===== config.mk =====
export PLATFORM = sky130hd
export DESIGN_NAME = ppc_port_pin_config_data
export DESIGN_NICKNAME = d
export VERILOG_FILES = /design/src/rtl/ppc_pkg.sv /design/src/rtl/ppc_port_pin_config_data.sv
export VERILOG_INCLUDE_DIRS = /design/src /design/src/rtl
export SDC_FILE = /design/constraint.sdc
export NUM_CORES = 1
export LEC_CHECK = 0
export BUFFER_PORTS_ARGS = -buffer_cell sky130_fd_sc_hd__buf_2
export CORE_ASPECT_RATIO = 1.5
export CORE_MARGIN = 4
export CORE_UTILIZATION = 52
export CTS_CLUSTER_SIZE = 8
export DETAILED_ROUTE_END_ITERATION = 12
export PLACE_DENSITY = 0.86
export SETUP_SLACK_MARGIN = 0.15
export SLEW_MARGIN = 10
export SYNTH_ARGS = -nofsm -noshare
export SYNTH_HDL_FRONTEND = slang
export SYNTH_SLANG_ARGS = --single-unit

===== constraint.sdc =====
create_clock -name clk -period 1.75 [get_ports clk]
set_clock_uncertainty 0.05 [all_clocks]
set_input_delay 0.175 -clock clk [delete_from_list [all_inputs] [get_ports clk]]
set_output_delay 0.175 -clock clk [all_outputs]
set_load 0.01 [all_outputs]

===== src/rtl/ppc_cfg.svh =====
// Register map, field layout and reset values of the port configuration block.
// Assumes an 8-bit special-function register bus with page select.
`ifndef PPC_CFG_SVH
`define PPC_CFG_SVH

// ==========================================================================
// Register addresses
`define PPC_ADDR_PORT_TWO_DATA            8'ha0
`define PPC_ADDR_PORT_TWO_DRIVE_MODE      8'ha6
`define PPC_ADDR_PORT_THREE_DATA          8'hb0
`define PPC_ADDR_PORT_ONE_CROSSBAR_BYPASS 8'hd5
`define PPC_ADDR_PORT_TWO_CROSSBAR_BYPASS 8'hd6
`define PPC_ADDR_PORT_TWO_ANALOG_SELECT   8'hf3

// ==========================================================================
// Page holding the mode and bypass registers
`define PPC_CONFIG_PAGE                   8'h0f

// ==========================================================================
// Reset values
`define PPC_RST_DATA                      8'hff
`define PPC_RST_DRIVE_MODE                8'h00
`define PPC_RST_BYPASS                    8'h00
`define PPC_RST_ANALOG_SELECT             8'hff

// ==========================================================================
// Bit-address layout: bits 7:3 pick the byte, bits 2:0 the bit
`define PPC_BIT_BYTE_MSB                  7
`define PPC_BIT_BYTE_LSB                  3

`endif


===== src/rtl/ppc_pkg.sv =====
// Types shared by the port configuration block.
// Assumes the constants header is compiled alongside.
`default_nettype none

package ppc_pkg;

  // ========================================================================
  // Register state of the block
  typedef struct packed {
    logic [7:0] port_two_data;
    logic [7:0] port_three_data;
    logic [7:0] port_two_drive_mode;
    logic [7:0] port_one_crossbar_bypass;
    logic [7:0] port_two_crossbar_bypass;
    logic [7:0] port_two_analog_select;
    logic [7:0] rd_data;
    logic [7:0] port_two_out;
    logic [7:0] port_two_oe;
    logic [7:0] port_two_pullup_en;
    logic [7:0] port_two_rx_en;
    logic [7:0] port_three_out;
    logic [7:0] port_three_oe;
  } ppc_state_t;

endpackage : ppc_pkg

`default_nettype wire


===== src/rtl/ppc_port_pin_config_data.sv =====
// Port 1/2/3 pin configuration and data registers on the core register bus.
// Assumes the core drives a synchronous byte bus with write and read strobes,
// a current register page and a bit-address path; pins are sampled as-is.
//
// Contract
// - Bypass bit 1 makes crossbar skip pin
// - Data write sets each pin's latch
// - Data read returns pin level, not latch
// - Data on all pages; config page 0x0F
// - Input-mode 0 selects analog, no receiver
// - Drive mode ignored for analog pins
// - Drive mode 0 open-drain, 1 push-pull
`include "ppc_cfg.svh"
`default_nettype none

module ppc_port_pin_config_data
  import ppc_pkg::*;
(
  input  wire logic       clk,
  input  wire logic       rst_n,
  input  wire logic [7:0] sfr_page,
  input  wire logic [7:0] sfr_addr,
  input  wire logic       sfr_wr,
  input  wire logic       sfr_rd,
  input  wire logic [7:0] sfr_wdata,
  input  wire logic       bit_wr,
  input  wire logic [7:0] bit_addr,
  input  wire logic       bit_wdata,
  input  wire logic [7:0] port_two_pin_in,
  input  wire logic [7:0] port_three_pin_in,
  output logic      [7:0] sfr_rdata,
  output logic      [7:0] port_one_skip,
  output logic      [7:0] port_two_skip,
  output logic      [7:0] port_two_pin_out,
  output logic      [7:0] port_two_pin_oe,
  output logic      [7:0] port_two_pullup_en,
  output logic      [7:0] port_two_rx_en,
  output logic      [7:0] port_three_pin_out,
  output logic      [7:0] port_three_pin_oe
);

  ppc_state_t st;
  ppc_state_t next_st;
  logic       cfg_page;
  logic [7:0] p2_sense;
  logic [7:0] p3_sense;
  logic [7:0] p2_bitmask;
  logic [7:0] p3_bitmask;
  logic       p2_bit_hit;
  logic       p3_bit_hit;

  // Data addresses kept whole so their byte field can be sliced to width
  localparam logic [7:0] P2_DATA_ADDR = `PPC_ADDR_PORT_TWO_DATA;
  localparam logic [7:0] P3_DATA_ADDR = `PPC_ADDR_PORT_THREE_DATA;

  // ========================================================================
  // Decode
  // page gating
  assign cfg_page = (sfr_page == `PPC_CONFIG_PAGE);
  assign p2_bit_hit = bit_wr &&
    (bit_addr[`PPC_BIT_BYTE_MSB:`PPC_BIT_BYTE_LSB] ==
     P2_DATA_ADDR[`PPC_BIT_BYTE_MSB:`PPC_BIT_BYTE_LSB]);
  assign p3_bit_hit = bit_wr &&
    (bit_addr[`PPC_BIT_BYTE_MSB:`PPC_BIT_BYTE_LSB] ==
     P3_DATA_ADDR[`PPC_BIT_BYTE_MSB:`PPC_BIT_BYTE_LSB]);
  assign p2_bitmask = p2_bit_hit ? (8'h01 << bit_addr[2:0]) : 8'h00;
  assign p3_bitmask = p3_bit_hit ? (8'h01 << bit_addr[2:0]) : 8'h00;

  // sensed level
  // Analog pins have no receiver, so they read as low
  assign p2_sense = port_two_pin_in & st.port_two_analog_select;
  assign p3_sense = port_three_pin_in;

  // ========================================================================
  // Next state
  always_comb begin
    next_st = st;
    if (sfr_wr && sfr_addr == `PPC_ADDR_PORT_TWO_DATA) begin
      next_st.port_two_data = sfr_wdata;
    end
    if (sfr_wr && sfr_addr == `PPC_ADDR_PORT_THREE_DATA) begin
      next_st.port_three_data = sfr_wdata;
    end
    next_st.port_two_data = (next_st.port_two_data & ~p2_bitmask) |
                            ({8{bit_wdata}} & p2_bitmask);
    next_st.port_three_data = (next_st.port_three_data & ~p3_bitmask) |
                              ({8{bit_wdata}} & p3_bitmask);
    if (sfr_wr && cfg_page) begin
      case (sfr_addr)
        `PPC_ADDR_PORT_TWO_DRIVE_MODE:
          next_st.port_two_drive_mode = sfr_wdata;
        `PPC_ADDR_PORT_ONE_CROSSBAR_BYPASS:
          next_st.port_one_crossbar_bypass = sfr_wdata;
        `PPC_ADDR_PORT_TWO_CROSSBAR_BYPASS:
          next_st.port_two_crossbar_bypass = sfr_wdata;
        `PPC_ADDR_PORT_TWO_ANALOG_SELECT:
          next_st.port_two_analog_select = sfr_wdata;
        default: ;
      endcase
    end
    next_st.rd_data = 8'h00;
    if (sfr_rd) begin
      case (sfr_addr)
        `PPC_ADDR_PORT_TWO_DATA:   next_st.rd_data = p2_sense;
        `PPC_ADDR_PORT_THREE_DATA: next_st.rd_data = p3_sense;
        `PPC_ADDR_PORT_TWO_DRIVE_MODE:
          next_st.rd_data = cfg_page ? st.port_two_drive_mode : 8'h00;
        `PPC_ADDR_PORT_ONE_CROSSBAR_BYPASS:
          next_st.rd_data = cfg_page ? st.port_one_crossbar_bypass : 8'h00;
        `PPC_ADDR_PORT_TWO_CROSSBAR_BYPASS:
          next_st.rd_data = cfg_page ? st.port_two_crossbar_bypass : 8'h00;
        `PPC_ADDR_PORT_TWO_ANALOG_SELECT:
          next_st.rd_data = cfg_page ? st.port_two_analog_select : 8'h00;
        default: next_st.rd_data = 8'h00;
      endcase
    end
    next_st.port_two_pullup_en = next_st.port_two_analog_select;
    next_st.port_two_rx_en = next_st.port_two_analog_select;
    // drive control
    // Analog pins never drive; open-drain drives only a low latch
    next_st.port_two_out = next_st.port_two_data;
    next_st.port_two_oe = next_st.port_two_analog_select &
      (next_st.port_two_drive_mode | ~next_st.port_two_data);
    // Port 3 mode registers live elsewhere; treated as open-drain
    next_st.port_three_out = next_st.port_three_data;
    next_st.port_three_oe = ~next_st.port_three_data;
  end

  // ========================================================================
  // State register
  always_ff @(posedge clk or negedge rst_n) begin
    if (!rst_n) begin
      st <= '{port_two_data:            `PPC_RST_DATA,
              port_three_data:          `PPC_RST_DATA,
              port_two_drive_mode:      `PPC_RST_DRIVE_MODE,
              port_one_crossbar_bypass: `PPC_RST_BYPASS,
              port_two_crossbar_bypass: `PPC_RST_BYPASS,
              port_two_analog_select:   `PPC_RST_ANALOG_SELECT,
              rd_data:                  8'h00,
              port_two_out:             `PPC_RST_DATA,
              port_two_oe:              8'h00,
              port_two_pullup_en:       `PPC_RST_ANALOG_SELECT,
              port_two_rx_en:           `PPC_RST_ANALOG_SELECT,
              port_three_out:           `PPC_RST_DATA,
              port_three_oe:            8'h00};
    end else begin
      st <= next_st;
    end
  end

  assign sfr_rdata          = st.rd_data;
  assign port_one_skip      = st.port_one_crossbar_bypass;
  assign port_two_skip      = st.port_two_crossbar_bypass;
  assign port_two_pin_out   = st.port_two_out;
  assign port_two_pin_oe    = st.port_two_oe;
  assign port_two_pullup_en = st.port_two_pullup_en;
  assign port_two_rx_en     = st.port_two_rx_en;
  assign port_three_pin_out = st.port_three_out;
  assign port_three_pin_oe  = st.port_three_oe;

  // ========================================================================
  // Checks
  // port one and port two bypass
  AST_BYPASS_WRITE: assert property (
    @(posedge clk) disable iff (!rst_n)
    sfr_wr && cfg_page && sfr_addr == `PPC_ADDR_PORT_ONE_CROSSBAR_BYPASS
    |=> port_one_skip == $past(sfr_wdata))
    else $error("bypass write not seen");
  AST_BYPASS_TWO_WRITE: assert property (
    @(posedge clk) disable iff (!rst_n)
    sfr_wr && cfg_page && sfr_addr == `PPC_ADDR_PORT_TWO_CROSSBAR_BYPASS
    |=> port_two_skip == $past(sfr_wdata))
    else $error("port two bypass write not seen");
  AST_LATCH_WRITE: assert property (
    @(posedge clk) disable iff (!rst_n)
    sfr_wr && sfr_addr == `PPC_ADDR_PORT_TWO_DATA && !bit_wr
    |=> port_two_pin_out == $past(sfr_wdata))
    else $error("port two latch wrong");
  AST_BIT_WRITE: assert property (
    @(posedge clk) disable iff (!rst_n)
    p2_bit_hit
    |=> port_two_pin_out[$past(bit_addr[2:0])] == $past(bit_wdata))
    else $error("port two bit write wrong");
  AST_PIN_READ: assert property (
    @(posedge clk) disable iff (!rst_n)
    sfr_rd && sfr_addr == `PPC_ADDR_PORT_THREE_DATA
    |=> sfr_rdata == $past(port_three_pin_in))
    else $error("port three read not pin level");
  AST_PAGE_GATE: assert property (
    @(posedge clk) disable iff (!rst_n)
    sfr_wr && !cfg_page |=> $stable({port_one_skip, port_two_skip}))
    else $error("config written off page");
  AST_OFFPAGE_READ: assert property (
    @(posedge clk) disable iff (!rst_n)
    sfr_rd && !cfg_page &&
    (sfr_addr == `PPC_ADDR_PORT_ONE_CROSSBAR_BYPASS ||
     sfr_addr == `PPC_ADDR_PORT_TWO_CROSSBAR_BYPASS ||
     sfr_addr == `PPC_ADDR_PORT_TWO_DRIVE_MODE ||
     sfr_addr == `PPC_ADDR_PORT_TWO_ANALOG_SELECT)
    |=> sfr_rdata == 8'h00)
    else $error("config read off page");
  // analog pins read low
  // Mask is the mode at the read edge, not after it
  AST_ANALOG_RX: assert property (
    @(posedge clk) disable iff (!rst_n)
    sfr_rd && sfr_addr == `PPC_ADDR_PORT_TWO_DATA
    |=> (sfr_rdata & ~$past(port_two_rx_en)) == 8'h00)
    else $error("analog pin reads high");
  AST_ANALOG_MODE: assert property (
    @(posedge clk) disable iff (!rst_n)
    sfr_wr && cfg_page && sfr_addr == `PPC_ADDR_PORT_TWO_ANALOG_SELECT
    |=> port_two_rx_en == $past(sfr_wdata) &&
        port_two_pullup_en == $past(sfr_wdata))
    else $error("analog mode not applied");
  AST_ANALOG_NODRIVE: assert property (
    @(posedge clk) disable iff (!rst_n)
    (port_two_pin_oe & ~port_two_rx_en) == 8'h00)
    else $error("analog pin driven");
  AST_OPEN_DRAIN: assert property (
    @(posedge clk) disable iff (!rst_n)
    (port_two_pin_oe & port_two_pin_out & ~st.port_two_drive_mode) == 8'h00)
    else $error("open-drain pin drives high");
  AST_PUSH_PULL: assert property (
    @(posedge clk) disable iff (!rst_n)
    (~port_two_pin_oe & st.port_two_drive_mode &
     st.port_two_analog_select) == 8'h00)
    else $error("push-pull pin not driven");

endmodule // ppc_port_pin_config_data

`default_nettype wire


==> impl_metrics.sql, run 1 <==
INSERT INTO impl_metrics (metric_group, metric, value, unit) VALUES
('floorplanning', 'core_region_area', '8060', 'um2'),
('floorplanning', 'boundaryPins', '126', ''),
('cts', 'clock_transition_at_the_registers_of_the_reported_paths', '0.06', 'ns'),
('pwr', 'cellPowerDensity', '805', 'nW/um2'),
('global_route', 'globalRouteTotalUtil', '0.265', ''),
('floorplanning', 'die_w', '82.4', 'um'),
('yosys', 'post_synth_inst_count', '437', ''),
('global_route', 'grt_pass1_wl', '19.5', 'mm'),
('placed_design', 'portBuffers', '125', ''),
('hold_path', 'hp-class', 'input port to register', ''),
('yosys', 'post_synth_most_frequent_cells', '73 x sky130_fd_sc_hd__buf_4, 50 x sky130_fd_sc_hd__nand2_1, 48 x sky130_fd_sc_hd__dfrtp_1, 32 x sky130_fd_sc_hd__mux2_2, 29 x sky130_fd_sc_hd__nor2_1', ''),
('critical_path', 'worst_r2r_startpoint', 'port_two_pin_out[5]', ''),
('run_status', 'outcome', 'complete, but fails checks', ''),
('global_route', 'grtUsageMet3', '0.0556', ''),
('yosys', 'post-synth-top-area-fraction', '0.278', ''),
('global_route', 'm1_gr_usage', '0.297', ''),
('critical_path', 'required', '1.97', 'ns'),
('global_route', 'globalRouteOverflowTotal', '0', ''),
('floorplanning', 'rows', '40', ''),
('pwr', 'post-layout-total-power', '0.00442', 'W'),
('critical_path', 'ff2ff_path_depth', '5', ''),
('cells_and_area', 'post_route_cells_drive_above_1_share', '0.528', ''),
('cts', 'clock_insertion_delay_worst_skew', '0.34', 'ns'),
('cts', 'clk_root_buffer_cell', 'sky130_fd_sc_hd__clkbuf_16', ''),
('placed_design', 'dpl.hpwl', '9.20', 'mm'),
('critical_path', 'cp-endpoint', 'port_two_pin_oe[6]', ''),
('cts', 'h-tree-depth', '3', ''),
('yosys', 'synth.largest_area_cell', 'sky130_fd_sc_hd__dfrtp_1', ''),
('placed_design', 'placed_area', '4920', 'um2'),
('sta', 'finalWorstSetupSlack', '-0.0631', 'ns'),
('yosys', 'yosys_register_bits', '72', ''),
('pwr', 'switching_share', '0.241', ''),
('yosys', 'ys_top_cells_by_area', 'sky130_fd_sc_hd__dfrtp_1 28%, sky130_fd_sc_hd__dfstp_2 15%, sky130_fd_sc_hd__buf_4 13%', ''),
('sta', 'maxClockFrequency', '0.552', 'GHz'),
('critical_path', 'cp_data_arrival_time', '2.04', 'ns'),
('yosys', 'syn-cell-area', '4320', 'um2'),
('detailed_routing', 'drt_drc_violations_left', '0', ''),
('yosys', 'synthesis.yosys.warnings', '0', ''),
('sta', 'maxSlewHeadroom', '0.611', ''),
('global_route', 'vias_in_the_first_global_route', '3736', ''),
('placed_design', 'routability_congestion_estimate_from_global_placement', '0.930', ''),
('run_status', 'violations', 'negative setup slack', ''),
('detailed_routing', 'ant_nets', '0', ''),
('pwr', 'total_net_switching_power', '0.00106', 'W'),
('run', 'count_of_maximum_capacitance_violations', '0', ''),
('pwr', 'clock_power_share', '0.461', ''),
('detailed_routing', 'routed_via_density', '5.95', ''),
('pwr', 'power_report.internal_total', '0.00336', 'W'),
('critical_path', 'timing.setup.critical_path_class', 'input port to register', ''),
('cells_and_area', 'insertedDiodeCount', '0', ''),
('sta', 'finalSetupViolCount', '6', ''),
('detailed_routing', 'drt-total-wl', '13.3', 'mm'),
('sta', 'post-route-min-period', '1.81', 'ns'),
('yosys', 'ys_dominant_reg_cell', 'sky130_fd_sc_hd__dfrtp_1', ''),
('critical_path', 'cp-start-kind', 'input port', ''),
('floorplanning', 'dieHeight', '120', 'um'),
('detailed_routing', 'drt-pass1-iter-count', '5', ''),
('yosys', 'syn_area_per_cell', '9.89', 'um2'),
('global_route', 'grt_most_used_layer', 'met2', ''),
('cells_and_area', 'post-route-util', '0.682', ''),
('cells_and_area', 'finish.net_count', '593', ''),
('sta', 'max_slew.worst_pin.slew', '0.582', 'ns'),
('yosys', 'synth_nets', '491', ''),
('pwr', 'pwr-share-comb', '0.132', ''),
('yosys', 'yosys.cell_count.top_type', 'sky130_fd_sc_hd__buf_4', ''),
('critical_path', 'critPathLaunch', 'sfr_addr[6]', ''),
('pwr', 'power.leakage', '2.60', 'nW'),
('cts', 'cts_tree', 'yes', ''),
('cells_and_area', 'sequential_cell_area', '1830', 'um2'),
('critical_path', 'crit_path_top_delay_cell', 'sky130_fd_sc_hd__or4b_4', ''),
('critical_path', 'critPathCaptureType', 'register', '');
[cell type report]
type,instances,share of cell area
multi-input cells,261,0.361
flip-flops and latches,72,0.333
repair buffers,185,0.215
clock buffers,11,0.0460
well taps,105,0.0239
clock inverters,5,0.0143
inverters,10,0.00683
[power by group through the flow]
stage	Combinational, W	Clock, W	Sequential [W]
detailed placement	0.000523	0	0.00182
CTS	0.000552	0.00204	0.00180
global route	0.000624	0.00214	0.00181
floorplan	0.000328	0	0.00181
finish	0.000583	0.00204	0.00180
global placement	0.000505	0	0.00182
[worst min path at each step]
stage	from	to	depth (start not counted)	slack (ns)
CTS	sfr_wdata[4]	port_two_rx_en[4]	3	0.07
finish	sfr_wdata[6]	port_two_rx_en[6]	3	0.1
global placement	rst_n	port_three_pin_oe[3]	2	0.18
detailed placement	rst_n	port_three_pin_oe[3]	2	0.19
global route	sfr_wdata[6]	st[86]	3	0.11
floorplan	rst_n	port_one_skip[0]	0	-0.17
[what timing repair did]
action / 4_1_cts / 5_1_grt
pin swaps: 11 / 12
setup endpoints to repair: 52 / 55
hold buffers: 1 / 0
buffers inserted: 6 / 2
hold endpoints to repair: 48 / 0
gates resized for setup: 12 / 23
[registers in the layout, summed over array words and instances, names as in the netlist]
name                flops
port_one_skip           8
port_three_pin_oe       8
port_three_pin_out      8
port_two_pin_oe         8
port_two_pin_out        8
port_two_rx_en          8
port_two_skip           8
sfr_rdata               8
st                      8
[layer usage]
metal,part of all wire,vias up,wire length [um]
met1,0.35,1852,4660
met2,0.50,250,6600
li1,-,1681,-
met4,0.066,0,875
met3,0.085,77,1130
met5,0,-,0
[layout by cell type (no fill, tap or decap), drive strengths merged, types with 8 or more instances in the layout]
master  count
buf       184
nand2      50
nor2       32
mux2       32
a21oi      14
inv        10
clkbuf     11
a22oi      16
dfstp      24
mux2i       8
dfrtp      48
o21a       11
o22ai       8
o21ai      10
[stage by stage]
stage          setup slack (ns)  hold slack, ns
6_report                -0.0631          0.0988
5_1_grt                 -0.0915           0.109
4_1_cts                 0.00142          0.0732
3_5_place_dp             -0.436           0.192
3_3_place_gp             -0.364           0.182
2_1_floorplan            -0.233          -0.171
[critical path, delay by kind of cell]
family	cells	cell delay [ns]
and+or+nand+nor	1	0.56
AOI/OAI and AO/OA	4	1.03
buffers and inverters	2	0.26
[kinds of logic (layout without fill, tap and decap cells)]
logic type             Yosys count  count (layout)  share of synthesized area
flip-flops                      72              72                      0.424
buffers and inverters          104             211                      0.158
AO/OA/AOI/OAI                   93              93                      0.162
AND/OR/NAND/NOR                128             128                      0.154
multiplexers                    40              40                      0.102
Power figures use the tool's default switching activity.
==> run 2: changes to the inputs <==
--- a/config.mk
+++ b/config.mk
@@ -13,7 +13,7 @@
 export CTS_CLUSTER_SIZE = 8
 export DETAILED_ROUTE_END_ITERATION = 12
 export PLACE_DENSITY = 0.86
-export SETUP_SLACK_MARGIN = 0.15
+export SETUP_SLACK_MARGIN = 0.3
 export SLEW_MARGIN = 10
 export SYNTH_ARGS = -nofsm -noshare
 export SYNTH_HDL_FRONTEND = slang
==> impl_metrics.sql, run 2 (synthesized netlist as in run 1, its figures left out) <==
INSERT INTO impl_metrics (metric_group, metric, value, unit) VALUES
('floorplanning', 'boundaryPins', '126', ''),
('sta', 'post-route-min-period', '1.76', 'ns'),
('detailed_routing', 'post_drt_wl_per_cell', '21.0', 'um'),
('sta', 'finalHoldViolations', '0', ''),
('sta', 'maxClockFrequency', '0.567', 'GHz'),
('placed_design', 'portBuffers', '125', ''),
('sta', 'fin_worst_hold_slack', '0.0583', 'ns'),
('cells_and_area', 'layout.cells.most_common_list', '121 x sky130_fd_sc_hd__buf_2, 48 x sky130_fd_sc_hd__dfrtp_1, 47 x sky130_fd_sc_hd__nand2_1', ''),
('sta', 'finalSetupViolCount', '4', ''),
('detailed_routing', 'detailedRoute.firstIterationViolations', '412', ''),
('cells_and_area', 'num-fill-cells', '551', ''),
('critical_path', 'cp-endpoint', 'port_three_pin_out[1]', ''),
('critical_path', 'r2r-end', 'port_two_pin_oe[1]', ''),
('critical_path', 'worst_r2r_startpoint', 'port_two_pin_out[1]', ''),
('pwr', 'ir_worst_vdd', '0.709', 'mV'),
('critical_path', 'cp-start-kind', 'input port', ''),
('detailed_routing', 'drt-total-wl', '13.9', 'mm'),
('hold_path', 'hp-class', 'input port to register', ''),
('global_route', 'pin_count_of_the_biggest_net_entering_global_routing', '73', ''),
('cts', 'clock_transition_at_the_registers_of_the_reported_paths', '0.05', 'ns'),
('sta', 'maxSlewHeadroom', '0.720', ''),
('cells_and_area', 'insertedDiodeCount', '0', ''),
('floorplanning', 'die_w', '82.4', 'um'),
('cells_and_area', 'post_route_cells_drive_above_1_share', '0.560', ''),
('critical_path', 'required', '1.97', 'ns'),
('floorplanning', 'rows', '40', ''),
('cts', 'cts.sinks', '72', ''),
('placed_design', 'routability_congestion_estimate_from_global_placement', '0.945', ''),
('run_status', 'outcome', 'complete, but fails checks', ''),
('global_route', 'globalRouteTotalUtil', '0.282', ''),
('cts', 'cts_tree', 'yes', ''),
('critical_path', 'ff2ff_path_depth', '4', ''),
('pwr', 'power.leakage', '2.70', 'nW'),
('sta', 'finalWorstSetupSlack', '-0.0131', 'ns'),
('cells_and_area', 'finish.instance_area', '5750', 'um2'),
('critical_path', 'cp_data_arrival_time', '1.98', 'ns'),
('critical_path', 'r2r_setup_slack', '0.40', 'ns'),
('global_route', 'antenna_found_initial', '0', ''),
('detailed_routing', 'ant_nets', '0', ''),
('pwr', 'cellPowerDensity', '749', 'nW/um2'),
('global_route', 'grt_pass1_wl', '20.5', 'mm'),
('placed_design', 'placed_area', '4990', 'um2'),
('cells_and_area', 'areaGrowthSynthToFinish', '32.9', '%'),
('detailed_routing', 'drt_drc_violations_left', '0', ''),
('critical_path', 'critPathLaunch', 'sfr_addr[6]', ''),
('detailed_routing', 'routed_via_density', '5.82', ''),
('sta', 'max_slew.worst_pin.slew', '0.418', 'ns'),
('cells_and_area', 'finish.net_count', '604', ''),
('floorplanning', 'core_region_area', '8060', 'um2'),
('critical_path', 'critical_path_peak_fanout', '8', ''),
('placed_design', 'dpl_worst_slack', '-0.420', 'ns'),
('floorplanning', 'floorplan.initialDensity', '0.536', ''),
('sta', 'timing_max_transition_violations_final', '0', ''),
('floorplanning', 'dieHeight', '120', 'um'),
('cts', 'clk_root_buffer_cell', 'sky130_fd_sc_hd__clkbuf_16', ''),
('floorplanning', 'area_enclosed_by_the_die_boundary', '9870', 'um2'),
('cts', 'cts-buffers-inserted', '9', ''),
('cts', 'clock_insertion_delay_worst_skew', '0.34', 'ns'),
('run_status', 'violations', 'negative setup slack', ''),
('detailed_routing', 'drt-pass1-iter-count', '5', ''),
('run', 'count_of_maximum_capacitance_violations', '0', ''),
('sta', 'timing.final.crit_share', '1.01', ''),
('cts', 'clockBufferDepth', '2', ''),
('global_route', 'globalRouteOverflowTotal', '0', ''),
('cts', 'h-tree-depth', '3', ''),
('critical_path', 'timing.setup.critical_path_class', 'input port to register', ''),
('critical_path', 'critPathCaptureType', 'register', ''),
('placed_design', 'dpl.hpwl', '9.65', 'mm'),
('sta', 'setup_repair_after_global_routing_missed_its_margin', 'true', ''),
('detailed_routing', 'vias', '3839', ''),
('global_route', 'vias_in_the_first_global_route', '3840', ''),
('cells_and_area', 'final_common_cell', 'sky130_fd_sc_hd__buf_2', '');
run 2: how the worst min path moves through the flow:
| stage | from | to | slack (ns) | cells after the start |
|---|---|---|---|---|
| floorplan | rst_n | port_one_skip[0] | -0.17 | 0 |
| global placement | rst_n | port_three_pin_oe[1] | 0.17 | 2 |
| detailed placement | rst_n | port_three_pin_oe[1] | 0.18 | 2 |
| CTS | sfr_wdata[6] | port_two_rx_en[6] | 0.06 | 3 |
| global route | sfr_wdata[6] | port_two_rx_en[6] | 0.08 | 3 |
| finish | sfr_wdata[6] | port_two_rx_en[6] | 0.06 | 3 |
run 2: critical path, stage by stage:
cell and delay, ns:
sky130_fd_sc_hd__buf_6 0.09, sky130_fd_sc_hd__or4b_4 0.57, sky130_fd_sc_hd__or2_4 0.28, sky130_fd_sc_hd__nor2_4 0.13, sky130_fd_sc_hd__buf_12 0.15, sky130_fd_sc_hd__mux2_4 0.31, sky130_fd_sc_hd__mux2_4 0.27
run 2: report_power, final:
| part | leakage, nW | switching, W | total [W] | internal, W |
|---|---|---|---|---|
| sequential | 0.859 | 0.0000373 | 0.00180 | 0.00176 |
| combinational | 1.69 | 0.000325 | 0.000635 | 0.000310 |
| clock | 0.150 | 0.000694 | 0.00187 | 0.00118 |
run 2: area by class of cell:
cell class	count	area, um2	area share
Clock buffer	13	260	0.0453
Clock inverter	3	40.0	0.00697
Inverter	10	40.0	0.00697
Multi-Input combinational cell	262	2080	0.363
Sequential cell	72	1830	0.319
Tap cell	105	131	0.0229
Timing Repair Buffer	195	1360	0.237
run 2: metrics by stage:
| step | TNS [ns] | util | total power [W] | cells |
|---|---|---|---|---|
| after floorplan | -3.03 | - | 0.00214 | 437 |
| after global placement | -13.05 | 0.620 | 0.00235 | 628 |
| after detailed placement | -17.50 | 0.620 | 0.00236 | 628 |
| after CTS | 0 | 0.690 | 0.00427 | 656 |
| after global routing | -0.311 | 0.713 | 0.00443 | 660 |
| final | -0.0193 | 0.713 | 0.00430 | 660 |
run 2: repair_timing:
item	CTS	global route
endpoints found under the setup margin	70	67
setup buffers	10	4
resized for setup	31	36
endpoints found under the hold margin	48	0
hold buffers	1	0
pin swaps	20	9
cloned	1	0
run 2: metal layers:
metal,vias to the layer above,share of wire,GRT usage
met2,217,0.52,0.477
met3,56,0.084,0.0443
met5,-,0,0
li1,1711,-,-
met4,0,0.049,0.139
met1,1855,0.35,0.337
==> run 3: changes to the inputs <==
--- a/config.mk
+++ b/config.mk
@@ -8,7 +8,6 @@
 export LEC_CHECK = 0
 export BUFFER_PORTS_ARGS = -buffer_cell sky130_fd_sc_hd__buf_2
 export CORE_ASPECT_RATIO = 1.5
-export CORE_MARGIN = 4
 export CORE_UTILIZATION = 52
 export CTS_CLUSTER_SIZE = 8
 export DETAILED_ROUTE_END_ITERATION = 12
==> constraint.sdc (replaced) <==
create_clock -name clk -period 1.75 [get_ports clk]
set_clock_uncertainty 0.05 [all_clocks]
set_input_delay 0.0875 -clock clk [delete_from_list [all_inputs] [get_ports clk]]
set_output_delay 0.0875 -clock clk [all_outputs]
set_load 0.01 [all_outputs]
==> impl_metrics.sql, run 3 (synthesized netlist as in run 1, its figures left out) <==
INSERT INTO impl_metrics (metric_group, metric, value, unit) VALUES
('detailed_routing', 'drt_drc_violations_left', '0', ''),
('sta', 'maxClockFrequency', '0.590', 'GHz'),
('floorplanning', 'dieHeight', '114', 'um'),
('placed_design', 'dpl.hpwl', '8.81', 'mm'),
('placed_design', 'routability_congestion_estimate_from_global_placement', '0.933', ''),
('cells_and_area', 'layout.cells.most_common_list', '123 x sky130_fd_sc_hd__buf_2, 53 x sky130_fd_sc_hd__buf_4, 50 x sky130_fd_sc_hd__nand2_1', ''),
('detailed_routing', 'drt-pass1-iter-count', '6', ''),
('sta', 'timing.final.crit_share', '0.968', ''),
('detailed_routing', 'routed_via_density', '5.86', ''),
('cts', 'clk_root_buffer_cell', 'sky130_fd_sc_hd__clkbuf_16', ''),
('cts', 'cts.sinks', '72', ''),
('sta', 'setup_repair_after_global_routing_missed_its_margin', 'true', ''),
('critical_path', 'crit_path_top_delay_cell', 'sky130_fd_sc_hd__or4b_4', ''),
('critical_path', 'max_stage_delay', '0.57', 'ns'),
('cts', 'cts_tree', 'yes', ''),
('critical_path', 'required', '1.93', 'ns'),
('run_status', 'outcome', 'completed', ''),
('cells_and_area', 'final_common_cell', 'sky130_fd_sc_hd__buf_2', ''),
('cells_and_area', 'post-route-util', '0.679', ''),
('floorplanning', 'rows', '40', ''),
('sta', 'finalWorstSetupSlack', '0.0555', 'ns'),
('run', 'count_of_maximum_capacitance_violations', '0', ''),
('global_route', 'antenna_found_initial', '0', ''),
('cells_and_area', 'insertedDiodeCount', '0', ''),
('detailed_routing', 'vias', '3844', ''),
('critical_path', 'crit_path_cell_trace', 'buf_6 > or4b_4 > buf_12 > nor3_4 > buf_4 > a221o_1 > a32oi_1 > o211a_1', ''),
('hold_path', 'hp-class', 'input port to register', ''),
('sta', 'finalSetupViolCount', '0', ''),
('sta', 'timing_max_transition_violations_final', '0', ''),
('floorplanning', 'die_w', '76.4', 'um'),
('pwr', 'power.leakage', '2.58', 'nW'),
('detailed_routing', 'detailedRoute.firstIterationViolations', '297', ''),
('pwr', 'ir_worst_vdd', '0.557', 'mV'),
('cells_and_area', 'areaGrowthSynthToFinish', '26.6', '%'),
('cts', 'clockBufferDepth', '2', ''),
('floorplanning', 'area_enclosed_by_the_die_boundary', '8690', 'um2'),
('detailed_routing', 'drt-total-wl', '12.6', 'mm'),
('cts', 'cts-buffers-inserted', '9', ''),
('sta', 'maxSlewHeadroom', '0.717', ''),
('cells_and_area', 'num-fill-cells', '570', ''),
('sta', 'max_slew.worst_pin.slew', '0.421', 'ns'),
('critical_path', 'timing.setup.critical_path_class', 'input port to register', ''),
('floorplanning', 'floorplan.initialDensity', '0.536', ''),
('detailed_routing', 'ant_nets', '0', ''),
('global_route', 'vias_in_the_first_global_route', '3665', ''),
('cts', 'clock_insertion_delay_worst_skew', '0.34', 'ns'),
('global_route', 'grt_pass1_wl', '18.8', 'mm'),
('placed_design', 'dpl_worst_slack', '-0.342', 'ns'),
('floorplanning', 'core_region_area', '8060', 'um2'),
('critical_path', 'cp_data_arrival_time', '1.87', 'ns'),
('sta', 'post-route-min-period', '1.69', 'ns'),
('detailed_routing', 'post_drt_wl_per_cell', '19.2', 'um'),
('cells_and_area', 'post_route_cells_drive_above_1_share', '0.534', ''),
('floorplanning', 'boundaryPins', '126', ''),
('pwr', 'cellPowerDensity', '756', 'nW/um2'),
('cts', 'h-tree-depth', '3', ''),
('sta', 'finalHoldViolations', '0', ''),
('global_route', 'globalRouteOverflowTotal', '0', ''),
('critical_path', 'critical_path_peak_fanout', '9', ''),
('cts', 'clock_transition_at_the_registers_of_the_reported_paths', '0.05', 'ns'),
('global_route', 'pin_count_of_the_biggest_net_entering_global_routing', '73', ''),
('critical_path', 'critPathCaptureType', 'register', ''),
('global_route', 'globalRouteTotalUtil', '0.290', ''),
('critical_path', 'cp-start-kind', 'input port', ''),
('placed_design', 'portBuffers', '125', ''),
('cells_and_area', 'finish.net_count', '600', '');
==> run 3: cell types whose count changed in the layout (fill, tap and decap cells not counted), moves of 3 or more <==
cell / previous run / this run
sky130_fd_sc_hd__buf_4: 45 / 53
sky130_fd_sc_hd__mux2_2: 15 / 18
sky130_fd_sc_hd__o21ai_0: 4 / 8
sky130_fd_sc_hd__buf_6: 17 / 9
sky130_fd_sc_hd__buf_12: 10 / 3
sky130_fd_sc_hd__mux2_4: 17 / 14
sky130_fd_sc_hd__nand2_1: 47 / 50
==> run 3: worst paths after layout <==
kind	cells past startpoint	start	endpoint	slack (ns)
setup / recovery	8	sfr_addr[1]	port_two_pin_oe[6]	0.06
hold / removal	3	sfr_wdata[1]	port_two_rx_en[1]	0.02
setup reg to reg	5	port_two_pin_out[5]	port_two_pin_oe[5]	0.40
hold reg to reg	2	port_two_rx_en[7]	port_two_rx_en[7]	0.47
max in group asynchronous	3	rst_n	port_two_rx_en[0]	1.04
min in group asynchronous	3	rst_n	port_three_pin_oe[1]	0.24
==> run 3: what timing repair did <==
| item | CTS | global route |
|---|---|---|
| hold buffers | 3 | 0 |
| pin swaps | 11 | 10 |
| buffers inserted | 3 | 5 |
| endpoints found under the setup margin | 45 | 59 |
| hold endpoints to repair | 50 | 0 |
| gates resized for setup | 23 | 13 |
| cloned | 0 | 1 |
==> run 3: through the flow <==
stage	TNS, ns	std cells	power, W	hold slack, ns	area [um2]
2_1_floorplan	-1.21	437	0.00214	-0.258	4410
3_3_place_gp	-7.08	628	0.00233	0.0832	4930
3_5_place_dp	-8.69	628	0.00235	0.0956	4930
4_1_cts	0	650	0.00413	0.00659	5370
5_1_grt	0	656	0.00426	0.0351	5470
6_report	0	656	0.00414	0.0240	5470
==> run 3: per-layer routing <==
metal,wire length [um],part of all wire,up-vias,global-route usage
li1,-,-,1694,-
met1,4540,0.36,1868,0.306
met2,6570,0.52,232,0.523
met3,858,0.068,50,0.0528
met4,597,0.047,0,0.196
met5,0,0,-,0
==> run 3: critical path, delay by kind of cell <==
family / cells / cell delay [ns]
AO/OA/AOI/OAI: 3 / 0.48
buffers and inverters: 3 / 0.43
AND/OR/NAND/NOR: 2 / 0.87
==> run 3: cell type report <==
| class | instances | area (um2) | share of cell area |
|---|---|---|---|
| Clock buffer | 14 | 274 | 0.0501 |
| Clock inverter | 2 | 12.5 | 0.00229 |
| Inverter | 10 | 37.5 | 0.00686 |
| Multi-Input combinational cell | 262 | 1980 | 0.362 |
| Sequential cell | 72 | 1830 | 0.335 |
| Tap cell | 105 | 131 | 0.0240 |
| Timing Repair Buffer | 191 | 1200 | 0.220 |
==> run 3: report_power, final <==
part	switching [W]	leakage (nW)	internal, W
sequential	0.0000357	0.859	0.00176
clock	0.000681	0.139	0.00107
combinational	0.000301	1.58	0.000286
